`src/core/tab_regs.svh`:
```
// stage count and width constants for the trip aggregation block
`ifndef TAB_REGS_SVH
`define TAB_REGS_SVH
`define TAB_STAGES      4
`define TAB_DELAY_W     16
`define TAB_FCOUNT_W    16
`endif

```
`src/core/tab_pkg.sv`:
```
// types for the trip aggregation block
`include "tab_regs.svh"
package tab_pkg;
   typedef struct packed {
      logic [`TAB_STAGES-1:0]                     crit;
      logic [`TAB_STAGES-1:0]                     stageTrip;
      logic [`TAB_STAGES-1:0][`TAB_DELAY_W-1:0]  timer;
      logic                                       genAlarm;
      logic                                       genTrip;
      logic                                       genTripLast;
      logic [`TAB_STAGES-1:0]                     cmd;
      logic [`TAB_STAGES-1:0]                     alarm;
      logic                                       available;
      logic                                       protBlocked;
      logic [`TAB_FCOUNT_W-1:0]                   faultCount;
   } tab_state_t;
endpackage : tab_pkg

```
`src/core/tab_trip_aggregation.sv`:
```
// master protection supervision: gating, blocking and alarm/trip aggregation
// Summary of operation
// RULE1: inactive global enable or master block suppresses every protective output.
// RULE2: available only when no setting edit, measurements valid and enable active.
// RULE3: with permit, either block input blocks all protection until both clear.
// RULE4: permanent command block suppresses trip commands; alarms and trips still evaluated.
// RULE5: with permit, temporary block input suppresses trip commands while true.
// RULE6: any active, trip-authorised stage that trips raises general trip.
// RULE7: general alarm is OR of contributing stage alarms.
// RULE8: general trip is OR of contributing stage trips.
// RULE9: stage command needs trip, not supervision-only, not deactivated or blocked.
// RULE10: supervision-only stage forwards nothing and never opens the breaker.
// RULE11: alarm becomes trip only if criterion persists past stage delay.
// RULE12: fault counter counts general trip rising edges; clear command zeroes it.
`timescale 1ns/1ps
`default_nettype none
`include "tab_regs.svh"
module tab_trip_aggregation (
   // clock and reset
   input  wire logic                                    clock,
   input  wire logic                                    rst,
   // global settings
   input  wire logic                                    globalEnable,
   input  wire logic                                    settingEditActive,
   input  wire logic                                    measValid,
   input  wire logic                                    ext_block_permit,
   input  wire logic                                    block_input_a,
   input  wire logic                                    block_input_b,
   input  wire logic                                    perm_command_block,
   input  wire logic                                    temp_command_block_permit,
   input  wire logic                                    temp_command_block_input,
   input  wire logic                                    fault_count_clear,
   // per-stage settings and fault criteria
   input  wire logic [`TAB_STAGES-1:0]                  stageActive,
   input  wire logic [`TAB_STAGES-1:0]                  supervOnly,
   input  wire logic [`TAB_STAGES-1:0]                  stageCmdBlock,
   input  wire logic [`TAB_STAGES-1:0]                  faultCriterion,
   input  wire logic [`TAB_STAGES-1:0][`TAB_DELAY_W-1:0] stageDelay,
   // outputs
   output logic [`TAB_STAGES-1:0]                       stageAlarm,
   output logic [`TAB_STAGES-1:0]                       stageTrip,
   output logic [`TAB_STAGES-1:0]                       breaker_open_command,
   output logic                                         generalAlarm,
   output logic                                         generalTrip,
   output logic                                         protAvailable,
   output logic                                         protBlocked,
   output logic [`TAB_FCOUNT_W-1:0]                     faultCount
);
   // global inputs and fault criteria pass two flip-flops; per-stage settings do not
   localparam int NS = `TAB_STAGES;
   localparam logic [`TAB_DELAY_W-1:0]  TIMER_ONE = {{(`TAB_DELAY_W-1){1'b0}}, 1'b1};
   localparam logic [`TAB_FCOUNT_W-1:0] COUNT_ONE = {{(`TAB_FCOUNT_W-1){1'b0}}, 1'b1};
   logic [NS+9:0]        syncA_ff;
   logic [NS+9:0]        syncB_ff;
   tab_pkg::tab_state_t  cur_ff;
   tab_pkg::tab_state_t  nxt_cur;
   logic                 gEn;
   logic                 edit;
   logic                 mOk;
   logic                 exPermit;
   logic                 blkA;
   logic                 blkB;
   logic                 permBlk;
   logic                 tPermit;
   logic                 tIn;
   logic                 fcClr;
   logic [NS-1:0]        crit;

   always_ff @(posedge clock) begin
      if (rst) begin
         syncA_ff <= '0;
         syncB_ff <= '0;
      end else begin
         syncA_ff <= {faultCriterion,
                      globalEnable,
                      settingEditActive,
                      measValid,
                      ext_block_permit,
                      block_input_a,
                      block_input_b,
                      perm_command_block,
                      temp_command_block_permit,
                      temp_command_block_input,
                      fault_count_clear};
         syncB_ff <= syncA_ff;
      end
   end
   // only the second stage feeds the logic
   assign {crit,
           gEn,
           edit,
           mOk,
           exPermit,
           blkA,
           blkB,
           permBlk,
           tPermit,
           tIn,
           fcClr} = syncB_ff;

   // block and command-block decode
   logic blocked, enabled, cmdBlocked;
   logic [NS-1:0] contribute;
   assign blocked    = exPermit && (blkA || blkB);                 // see RULE3
   assign enabled    = gEn && !blocked;                            // see RULE1
   assign cmdBlocked = permBlk || (tPermit && tIn);                // see RULE4 see RULE5
   assign contribute = stageActive & ~supervOnly;                  // see RULE10

   // stage timers, trips and general outputs
   always_comb begin
      nxt_cur = cur_ff;
      nxt_cur.crit = crit;
      nxt_cur.alarm = crit & stageActive & {NS{enabled}};               // see RULE1
      for (int i = 0; i < NS; i++) begin
         if (!enabled || !stageActive[i] || !crit[i]) begin
            nxt_cur.timer[i]     = '0;
            nxt_cur.stageTrip[i] = 1'b0;
         end else if (cur_ff.timer[i] >= stageDelay[i]) begin
            nxt_cur.stageTrip[i] = 1'b1;                           // see RULE11
         end else begin
            nxt_cur.timer[i] = cur_ff.timer[i] + TIMER_ONE;
         end
      end
      nxt_cur.genAlarm    = |(cur_ff.crit & contribute) && enabled;      // see RULE7
      nxt_cur.genTrip     = |(cur_ff.stageTrip & contribute) && enabled; // see RULE6 see RULE8
      nxt_cur.cmd         = (cmdBlocked || !enabled) ? '0 :
                            (cur_ff.stageTrip & contribute & ~stageCmdBlock); // see RULE9
      nxt_cur.available   = !edit && mOk && gEn;                   // see RULE2
      nxt_cur.protBlocked = blocked;
      nxt_cur.genTripLast = cur_ff.genTrip;
      // an edge in the clearing cycle is still counted
      if (fcClr)
         nxt_cur.faultCount = '0;                                  // see RULE12
      if (cur_ff.genTrip && !cur_ff.genTripLast)
         nxt_cur.faultCount = nxt_cur.faultCount + COUNT_ONE;      // see RULE12
   end

   // state register
   always_ff @(posedge clock) begin
      if (rst) cur_ff <= '0;
      else     cur_ff <= nxt_cur;
   end

   // outputs straight from the state register
   assign stageAlarm           = cur_ff.alarm;
   assign stageTrip            = cur_ff.stageTrip;
   assign breaker_open_command = cur_ff.cmd;
   assign generalAlarm         = cur_ff.genAlarm;
   assign generalTrip          = cur_ff.genTrip;
   assign protAvailable        = cur_ff.available;
   assign protBlocked          = cur_ff.protBlocked;
   assign faultCount           = cur_ff.faultCount;

   // assertions
   disable_all_a: assert property (@(posedge clock) disable iff (rst) // see RULE1
      !gEn |=> !generalTrip && !generalAlarm && breaker_open_command == '0)
      else $error("output active while disabled");
   blocked_quiet_a: assert property (@(posedge clock) disable iff (rst) // see RULE1
      !enabled |=> stageTrip == '0 && stageAlarm == '0 && breaker_open_command == '0)
      else $error("stage output while blocked");
   timer_clear_a: assert property (@(posedge clock) disable iff (rst) // see RULE1
      !enabled |=> cur_ff.timer == '0)
      else $error("timer running while disabled");
   alarm_enable_a: assert property (@(posedge clock) disable iff (rst) // see RULE1
      stageAlarm != '0 |-> $past(enabled))
      else $error("stage alarm while disabled");
   avail_cond_a: assert property (@(posedge clock) disable iff (rst) // see RULE2
      protAvailable == $past(!edit && mOk && gEn))
      else $error("availability mismatch");
   edit_unavail_a: assert property (@(posedge clock) disable iff (rst) // see RULE2
      edit |=> !protAvailable)
      else $error("available during setting edit");
   ext_block_a: assert property (@(posedge clock) disable iff (rst) // see RULE3
      (exPermit && (blkA || blkB)) |=> !generalTrip && protBlocked)
      else $error("external block ignored");
   block_release_a: assert property (@(posedge clock) disable iff (rst) // see RULE3
      !(exPermit && (blkA || blkB)) |=> !protBlocked)
      else $error("block held after release");
   perm_cmd_a: assert property (@(posedge clock) disable iff (rst) // see RULE4
      permBlk |=> breaker_open_command == '0)
      else $error("command while permanently blocked");
   perm_eval_a: assert property (@(posedge clock) disable iff (rst) // see RULE4
      (permBlk && enabled && |(stageTrip & contribute)) |=> generalTrip)
      else $error("trip not evaluated under command block");
   temp_cmd_a: assert property (@(posedge clock) disable iff (rst) // see RULE5
      (tPermit && tIn) |=> breaker_open_command == '0)
      else $error("command while temporarily blocked");
   gen_trip_a: assert property (@(posedge clock) disable iff (rst) // see RULE6 see RULE8
      (|(stageTrip & contribute) && enabled) |=> generalTrip)
      else $error("general trip missing");
   trip_cause_a: assert property (@(posedge clock) disable iff (rst) // see RULE8
      generalTrip |-> $past(|(stageTrip & contribute)))
      else $error("spurious general trip");
   gen_alarm_a: assert property (@(posedge clock) disable iff (rst) // see RULE7
      generalAlarm |-> $past(|(cur_ff.crit & contribute)))
      else $error("spurious general alarm");
   stage_cmd_a: assert property (@(posedge clock) disable iff (rst) // see RULE9
      breaker_open_command != '0 |->
         $past(|(stageTrip & ~supervOnly & ~stageCmdBlock)))
      else $error("command without cause");
   cmd_blocked_a: assert property (@(posedge clock) disable iff (rst) // see RULE9
      stageCmdBlock[0] |=> !breaker_open_command[0])
      else $error("command from blocked stage");
   superv_only_a: assert property (@(posedge clock) disable iff (rst) // see RULE10
      supervOnly[0] |=> !breaker_open_command[0])
      else $error("supervision stage operated");
   trip_delay_a: assert property (@(posedge clock) disable iff (rst) // see RULE11
      $rose(stageTrip[0]) |-> $past(cur_ff.timer[0]) >= $past(stageDelay[0]))
      else $error("trip before delay");
   trip_drop_a: assert property (@(posedge clock) disable iff (rst) // see RULE11
      !crit[0] |=> !stageTrip[0])
      else $error("trip held without criterion");
   fault_count_a: assert property (@(posedge clock) disable iff (rst) // see RULE12
      (cur_ff.genTrip && !cur_ff.genTripLast) |=>
         faultCount == ($past(fcClr) ? COUNT_ONE : $past(faultCount) + COUNT_ONE))
      else $error("fault count not incremented");
   fault_clear_a: assert property (@(posedge clock) disable iff (rst) // see RULE12
      (fcClr && !(cur_ff.genTrip && !cur_ff.genTripLast)) |=> faultCount == '0)
      else $error("fault count not cleared");
   // main scenarios
   trip_seen_c:  cover property (@(posedge clock) disable iff (rst) $rose(generalTrip));
   cmd_seen_c:   cover property (@(posedge clock) disable iff (rst) |breaker_open_command);
   block_seen_c: cover property (@(posedge clock) disable iff (rst) $rose(protBlocked));
   clear_seen_c: cover property (@(posedge clock) disable iff (rst) fcClr && faultCount != '0);
   alarm_only_c: cover property (@(posedge clock) disable iff (rst) generalAlarm && !generalTrip);
endmodule : tab_trip_aggregation
`default_nettype wire

```
`config.mk`:
```
export PLATFORM = sky130hd
export DESIGN_NAME = tab_trip_aggregation
export DESIGN_NICKNAME = d
export VERILOG_FILES = /design/src/core/tab_pkg.sv /design/src/core/tab_trip_aggregation.sv
export VERILOG_INCLUDE_DIRS = /design/src /design/src/core
export SDC_FILE = /design/constraint.sdc
export NUM_CORES = 1
export LEC_CHECK = 0
export ABC_AREA = 1
export BUFFER_PORTS_ARGS = -buffer_cell sky130_fd_sc_hd__buf_4
export CORE_MARGIN = 3
export CORE_UTILIZATION = 52
export CTS_CLUSTER_SIZE = 8
export DETAILED_ROUTE_END_ITERATION = 12
export PLACE_DENSITY = 0.75
export SKIP_CTS_REPAIR_TIMING = 1
export SYNTH_ARGS = -nofsm -noshare
export SYNTH_HDL_FRONTEND = slang
export SYNTH_SLANG_ARGS = --single-unit
```
`constraint.sdc`:
```
create_clock -name clock -period 1.4 [get_ports clock]
set_input_delay 0.28 -clock clock [delete_from_list [all_inputs] [get_ports clock]]
set_output_delay 0.28 -clock clock [all_outputs]
set_load 0.1 [all_outputs]
```
==> results of run 1 <==
-- power by group through the flow --
stage / clock, mW / sequential, mW / combinational [mW]
after floorplan: 0 / 3.78 / 0.265
after global placement: 0 / 3.78 / 0.518
after detailed placement: 0 / 3.78 / 0.534
after CTS: 4.91 / 3.70 / 0.538
after global routing: 5.09 / 3.70 / 0.688
final: 4.89 / 3.70 / 0.611
-- critical path, stage by stage (launching register included) --
cell and delay [ns]:
dfxtp_4 0.35, ha_4 0.26, nand2_1 0.05, inv_1 0.06, nand2_2 0.06, nor2_2 0.13
nor2_2 0.05, nand2_2 0.13, nand2_8 0.12, buf_8 0.17, nand3_1 0.10, a21oi_2 0.06
-- path summary, 6_finish.rpt --
path,from,end,slack (ns),cells after the start
max,cur_ff[50]$_SDFFE_PP0N_,cur_ff[56]$_SDFFE_PP0N_,-0.26,11
max reg2reg,cur_ff[50]$_SDFFE_PP0N_,cur_ff[56]$_SDFFE_PP0N_,-0.26,11
min,stageCmdBlock[2],breaker_open_command[2]$_SDFF_PP0_,0.01,2
min reg2reg,syncB_ff[8]$_SDFF_PP0_,protAvailable$_SDFF_PP0_,0.40,1
-- Yosys cell counts --
cell	n	area, sq um
nand3_1	108	541
buf_1	3	11.3
nor2_1	135	507
o21a_1	1	7.51
inv_2	2	7.51
nand3_2	5	50.1
nor2_2	8	50.1
nand2_4	5	56.3
nand4_1	33	206
a21boi_1	1	7.51
clkbuf_8	1	13.8
nor3_2	1	10.0
nor2_4	7	78.8
nor3_1	9	45.0
dfxtp_1	129	2580
xnor2_1	9	78.8
xor2_1	19	166
and3_2	1	7.51
buf_4	35	263
buf_6	5	56.3
a41oi_1	2	17.5
a21o_1	1	7.51
a21oi_1	94	470
ha_1	69	863
or2_1	1	6.26
nand2_2	7	43.8
nand3b_1	1	7.51
buf_2	6	30.0
nor3_4	1	16.3
nand2_1	289	1080
inv_1	197	739
o21ai_1	7	35.0
o21ai_0	12	60.1
-- flip-flops by register name (all words and copies together) (netlist names) --
signal,count
syncA_ff,14
breaker_open_command,4
generalTrip,1
protAvailable,1
stageAlarm,4
faultCount,16
protBlocked,1
generalAlarm,1
syncB_ff,14
cur_ff,69
stageTrip,4
-- layer usage --
| layer | up-vias | GRT usage |
|---|---|---|
| li1 | 4269 | - |
| met1 | 3958 | 0.304 |
| met2 | 347 | 0.366 |
| met3 | 58 | 0.0435 |
| met4 | 0 | 0.0672 |
| met5 | - | 0 |
-- cells by family after synthesis --
| family | Yosys count | share of synthesized area |
|---|---|---|
| and+or+nand+nor | 611 | 0.333 |
| buffers and inverters | 249 | 0.138 |
| DFF | 129 | 0.318 |
| AOI/OAI and AO/OA | 118 | 0.0745 |
| adders and majority gates | 69 | 0.106 |
| xor gates and xnor gates | 28 | 0.0302 |
-- metrics by stage --
step	instance area [sq um]	setup slack, ns	setup TNS [ns]	hold slack, ns	total power [mW]
2_1_floorplan	8670	-0.137	-5.41	0.359	4.05
3_3_place_gp	10400	-0.257	-14.87	0.383	4.30
3_5_place_dp	10400	-0.318	-17.65	0.385	4.32
4_1_cts	11100	-0.252	-13.61	0.00709	9.15
5_1_grt	12300	-0.349	-20.62	0.0131	9.48
6_report	12300	-0.264	-13.87	0.0146	9.20
-- layout make-up --
| type | count | area, sq um |
|---|---|---|
| clock buffers | 18 | 450 |
| clock inverters | 14 | 203 |
| fillers | 971 | 2930 |
| inverters | 199 | 759 |
| multi-input cells | 833 | 5790 |
| flip-flops and latches | 129 | 2690 |
| well taps | 211 | 264 |
| repair buffers | 254 | 2170 |
==> results.cfg, run 1 <==
[status]
status = complete, but fails checks
violations = negative setup slack

[synth]
syn_nets = 1365
netlist_area_sq_um = 8130
yosysSeqAreaShare = 0.318
yosys_warnings = 0
syn_avg_cell_area_sq_um = 6.75
synth_seq_cells = 129
synth_cell_types = 33
syn_inst = 1204

[timing]
rsz0062_at_grt = yes
fmax_mhz = 601
hold_violations = 0
timing.final.crit_share = 1.19
worst_slew_pin_slew_ns = 0.459
finalCriticalPeriod_ns = 1.66
finalWorstSetupSlack_ns = -0.264
drv_slew = 0
finalSetupViolCount = 76
fin_skew_ns = 0.0102
maxSlewHeadroom = 0.694

[place]
hpwlAfterDp_um = 14800
port_buffers = 123
gp_congestion = 0.934
dp.cells = 1604

[power_and_ir_drop]
seqPwrFrac = 0.402
swShare = 0.227
peakVddDrop_mv = 0.831
p_sw_mw = 2.09
cellPowerDensity_nw_per_um2 = 747
power.leakage_nw = 5.49
power.internal_mw = 7.12
combPwrFrac = 0.066
clkPwrFrac = 0.532

[worst_setup_path]
cp.required_ns = 1.71
end_kind = register
crit_type = register to register
crit_arrival_ns = 1.98
start_kind = register
path_max_fanout = 8

[clock_tree]
root_buffer = clkbuf_16
insertion_delay_ns = 0.43
cts_buffer_depth = 2
clk_pin_slew_worst_paths_ns = 0.06
numCtsBuffers = 17
cts_tree = done
cts.sinks = 129
h-tree-depth = 4

[floorplan]
die_h_um = 131
rows = 45
dieArea_sq_um = 17200
io_pins = 124
fp.dieW_um = 131
core_sq_um = 15300
start_util = 0.533

[drt]
wl_met2_um = 11500
wl_per_cell_um = 14.2
routed_wl_um = 23500
routed-via-count = 8632
dr.max_layer_used = met4
drtAntennaViolNets = 0
drcViolationCount = 0
drt_iter0_drc = 899
wl_met1_um = 9910
vias_per_cell = 5.21
wl_met3_um = 1520
drtPass1Iterations = 5

[cells_and_area]
areaGrowthSynthToFinish_pct = 51.6
num_antenna_cells = 0
fin_nets = 1595
drive_gt1_frac = 0.404
fin_cells = 1658
layout_commonest_cell = nand2_1
fin_util = 0.808
mostFrequentLayoutCells = 256 x nand2_1, 215 x buf_4, 179 x inv_1

[flow_run]
maxCapViolCount = 0

[global_routing]
antenna_found_initial = 0
grt_pass1_wl_um = 31500
grt_pass1_vias = 7098
globalRoute.totalOverflow = 0
grt_max_degree = 23
track_usage = 0.225

[min_path]
hold_path_class = input port to register
Power figures use the tool's default switching activity.
==> inputs of run 2 (changes only) <==
==> constraint.sdc (replaced) <==
create_clock -name clock -period 1.4 [get_ports clock]
set_input_delay 0.28 -clock clock [delete_from_list [all_inputs] [get_ports clock]]
set_output_delay 0.28 -clock clock [all_outputs]
set_load 0.05 [all_outputs]
==> results.cfg, run 2 (synthesized netlist as in run 1, its figures left out) <==
[timing]
timing.final.crit_share = 1.29
finalCriticalPeriod_ns = 1.80
maxSlewHeadroom = 0.686
rsz0062_at_grt = yes
holdWs_ns = 0.00620
worst_slew_pin_slew_ns = 0.470
fmax_mhz = 556
drv_slew = 0
finalSetupViolCount = 78
fin_skew_ns = 0.00872
hold_violations = 0
finalWorstSetupSlack_ns = -0.400

[global_routing]
globalRoute.totalOverflow = 0
antenna_found_initial = 0
grt_max_degree = 23
track_usage = 0.235
grt_pass1_wl_um = 32700
grt_pass1_vias = 7294

[power_and_ir_drop]
combPwrFrac = 0.068
power.internal_mw = 6.94
seqPwrFrac = 0.412
cellPowerDensity_nw_per_um2 = 722
clkPwrFrac = 0.521
swShare = 0.228
power.leakage_nw = 5.73
p_sw_mw = 2.04
peakVddDrop_mv = 0.848

[drt]
vias_per_cell = 5.28
drt_iter0_drc = 902
routed-via-count = 8768
drcViolationCount = 0
drtPass1Iterations = 6
wl_per_cell_um = 15.1
routed_wl_um = 25100
drtAntennaViolNets = 0

[worst_setup_path]
cp.required_ns = 1.76
max_stage_delay_ns = 0.32
end_kind = register
crit_chain = ha_1, nand4_1, a21oi_2, nor2_4, buf_12, buf_12, nand2_4, nand2_1, a21oi_2
crit_arrival_ns = 2.16
crit_type = register to register
crit_path_top_delay_cell = dfxtp_1
path_max_fanout = 6
start_kind = register

[clock_tree]
cts.sinks = 129
cts_buffer_depth = 2
root_buffer = clkbuf_16
insertion_delay_ns = 0.43
h-tree-depth = 4
numCtsBuffers = 17
clk_pin_slew_worst_paths_ns = 0.06
cts_tree = done

[place]
dp.cells = 1604
gp_congestion = 0.901
dp_slack_ns = -0.293
port_buffers = 123
hpwlAfterDp_um = 15300

[status]
status = complete, but fails checks
violations = negative setup slack

[cells_and_area]
regMostFlops = cur_ff
largest_reg_flops = 69
fin_cells = 1662
areaGrowthSynthToFinish_pct = 53.1
mostFrequentLayoutCells = 232 x nand2_1, 232 x buf_4, 179 x inv_1
fin_nets = 1599
num_antenna_cells = 0
drive_gt1_frac = 0.428
fin_util = 0.815
nFillCells = 912

[floorplan]
start_util = 0.533
dieArea_sq_um = 17200
fp.dieW_um = 131
core_sq_um = 15300
rows = 45
io_pins = 124
die_h_um = 131

[min_path]
hold_path_class = input port to register

[flow_run]
maxCapViolCount = 0
==> run 2: cell types whose count changed in the layout (fill, tap and decap cells not counted), moves of 6 or more <==
cell     delta
nand2_1    -24
buf_4      +17
nand2_4    +12
a21oi_1    -11
buf_6      -11
a21oi_2    +10
nand2_2     +9
nand3_2     -7
nand3_1     +6
==> run 2: layout make-up <==
type,instances,area (sq um),share of cell area
clock buffers,22,507,0.0407
clock inverters,10,119,0.00955
inverters,199,757,0.0608
multi-input cells,832,5960,0.479
flip-flops and latches,129,2690,0.216
well taps,211,264,0.0212
repair buffers,259,2150,0.173
==> run 2: path summary, 6_finish.rpt <==
kind	from	to	slack, ns	depth (start not counted)
setup / recovery	cur_ff[75]$_SDFFE_PP0N_	cur_ff[73]$_SDFFE_PP0N_	-0.40	9
hold / removal	stageCmdBlock[2]	breaker_open_command[2]$_SDFF_PP0_	0.006	2
setup reg to reg	cur_ff[75]$_SDFFE_PP0N_	cur_ff[73]$_SDFFE_PP0N_	-0.40	9
hold reg to reg	syncA_ff[0]$_SDFF_PP0_	syncB_ff[0]$_SDFF_PP0_	0.40	2
==> run 2: critical path: cells and delay by family (launching register included) <==
family,cells,cell delay [ns]
buffers and inverters,2,0.28
adders and majority gates,1,0.32
DFF,1,0.32
and+or+nand+nor,4,0.45
AOI/OAI and AO/OA,2,0.36
==> run 2: power by group through the flow <==
stage	sequential, mW	clock (mW)	combinational [mW]
after global placement	3.78	0	0.514
after CTS	3.70	4.69	0.536
after global routing	3.70	4.85	0.679
after detailed placement	3.78	0	0.533
final	3.70	4.68	0.606
after floorplan	3.78	0	0.263
==> run 2: routing by layer <==
metal | global-route usage | wire, um | vias up
met3 | 0.0455 | 2000 | 85
met5 | 0 | 0 | -
met1 | 0.306 | 9960 | 3951
li1 | - | - | 4284
met2 | 0.389 | 12400 | 448
met4 | 0.0799 | 771 | 0
==> run 2: stage by stage <==
step                instance area [sq um]  total power, mW  setup TNS [ns]
floorplan                            8670             4.04           -5.34
detailed placement                  10400             4.32          -17.40
global placement                    10400             4.29          -14.42
global route                        12400             9.23          -22.67
CTS                                 11000             8.93          -13.48
finish                              12400             8.98          -16.77
==> inputs of run 3 (changes only) <==
PLACE_DENSITY = unset   (was 0.75)
PLACE_DENSITY_LB_ADDON = 0.12   (was unset)
==> results.cfg, run 3 (synthesized netlist as in run 1, its figures left out) <==
[drt]
vias_per_cell = 5.16
drt_iter0_drc = 698
drcViolationCount = 0
wl_per_cell_um = 14.2
routed_wl_um = 23600
drtPass1Iterations = 6
drtAntennaViolNets = 0
dr.max_layer_used = met4
wl_met3_um = 1610
wl_met1_um = 9940
routed-via-count = 8584
wl_met2_um = 11300

[power_and_ir_drop]
peakVddDrop_mv = 0.864
cellPowerDensity_nw_per_um2 = 684
power.leakage_nw = 5.65

[cells_and_area]
nFillCells = 1003
fin_cells = 1662
regMostFlops = cur_ff
layout_commonest_cell = nand2_1
largest_reg_flops = 69
fin_nets = 1599
fin_util = 0.812
areaGrowthSynthToFinish_pct = 52.4
mostFrequentLayoutCells = 244 x nand2_1, 231 x buf_4, 181 x inv_1
num_antenna_cells = 0
drive_gt1_frac = 0.420

[worst_setup_path]
crit_type = register to register
start_kind = register
cp.required_ns = 1.74
end_kind = register
crit_arrival_ns = 2.08
rr_worst_depth = 8
reg2reg_slack_ns = -0.34
path_max_fanout = 8

[status]
violations = negative setup slack
status = complete, but fails checks

[global_routing]
grt_max_degree = 29
antenna_found_initial = 0
track_usage = 0.233
globalRoute.totalOverflow = 0
grt_pass1_vias = 7482
grt_pass1_wl_um = 32700

[timing]
worst_slew_pin_slew_ns = 0.439
finalSetupViolCount = 74
hold_violations = 0
rsz0062_at_grt = yes
finalCriticalPeriod_ns = 1.74
drv_slew = 0
maxSlewHeadroom = 0.707
fin_skew_ns = 0.0105
timing.final.crit_share = 1.24
finalWorstSetupSlack_ns = -0.337
fmax_mhz = 576

[clock_tree]
h-tree-depth = 4
cts.sinks = 129
numCtsBuffers = 17
cts_tree = done
root_buffer = clkbuf_16
clk_pin_slew_worst_paths_ns = 0.06
insertion_delay_ns = 0.42
cts_buffer_depth = 2

[floorplan]
start_util = 0.533
rows = 45
io_pins = 124
fp.dieW_um = 131
core_sq_um = 15300
die_h_um = 131
dieArea_sq_um = 17200

[place]
gp_congestion = 0.869
hpwlAfterDp_um = 15100
dp.cells = 1606
port_buffers = 123

[min_path]
hold_path_class = input port to register
hold_path_depth = 2

[flow_run]
maxCapViolCount = 0
-- run 3: cell type report --
class	instances	area, sq um	share of cell area
Clock buffer	19	443	0.0358
Clock inverter	13	111	0.00899
Inverter	199	759	0.0613
Multi-Input combinational cell	832	5940	0.480
Sequential cell	129	2690	0.217
Tap cell	211	264	0.0213
Timing Repair Buffer	259	2170	0.176
-- run 3: metrics by stage --
| stage | instance area [sq um] | worst slack, ns | power (mW) | setup TNS [ns] | hold WS (ns) |
|---|---|---|---|---|---|
| after floorplan | 8670 | -0.137 | 4.04 | -5.34 | 0.359 |
| after global placement | 10400 | -0.259 | 4.29 | -15.29 | 0.386 |
| after detailed placement | 10400 | -0.307 | 4.31 | -17.90 | 0.387 |
| after CTS | 11000 | -0.275 | 8.45 | -14.78 | 0.00546 |
| after global routing | 12400 | -0.407 | 8.75 | -22.40 | 0.0128 |
| final | 12400 | -0.337 | 8.46 | -15.86 | 0.0159 |
-- run 3: path summary, 6_finish.rpt --
check | endpoint | startpoint
setup / recovery | cur_ff[70]$_SDFFE_PP0N_ | cur_ff[76]$_SDFFE_PP0N_
setup reg to reg | cur_ff[70]$_SDFFE_PP0N_ | cur_ff[76]$_SDFFE_PP0N_
hold reg to reg | syncB_ff[0]$_SDFF_PP0_ | syncA_ff[0]$_SDFF_PP0_
hold / removal | breaker_open_command[0]$_SDFF_PP0_ | stageCmdBlock[0]
-- run 3: power breakdown --
group / switching [mW] / internal, mW / total [mW]
registers: 0.0135 / 3.68 / 3.69
logic: 0.283 / 0.313 / 0.596
clock network: 1.69 / 2.48 / 4.17
total: 1.99 / 6.48 / 8.46
-- run 3: metal layers --
layer / up-vias / global-route usage
met5: - / 0
met2: 330 / 0.372
li1: 4283 / -
met3: 70 / 0.0435
met1: 3901 / 0.314
met4: 0 / 0.0835
-- run 3: critical path: stages, from the launching register on --
cell and delay [ns]:
dfxtp_4 0.36, ha_4 0.30, nand4_1 0.16, buf_4 0.19, nor2_4 0.13, nand2_8 0.12, nand2_8 0.17, nand2_2 0.07
a21oi_2 0.15
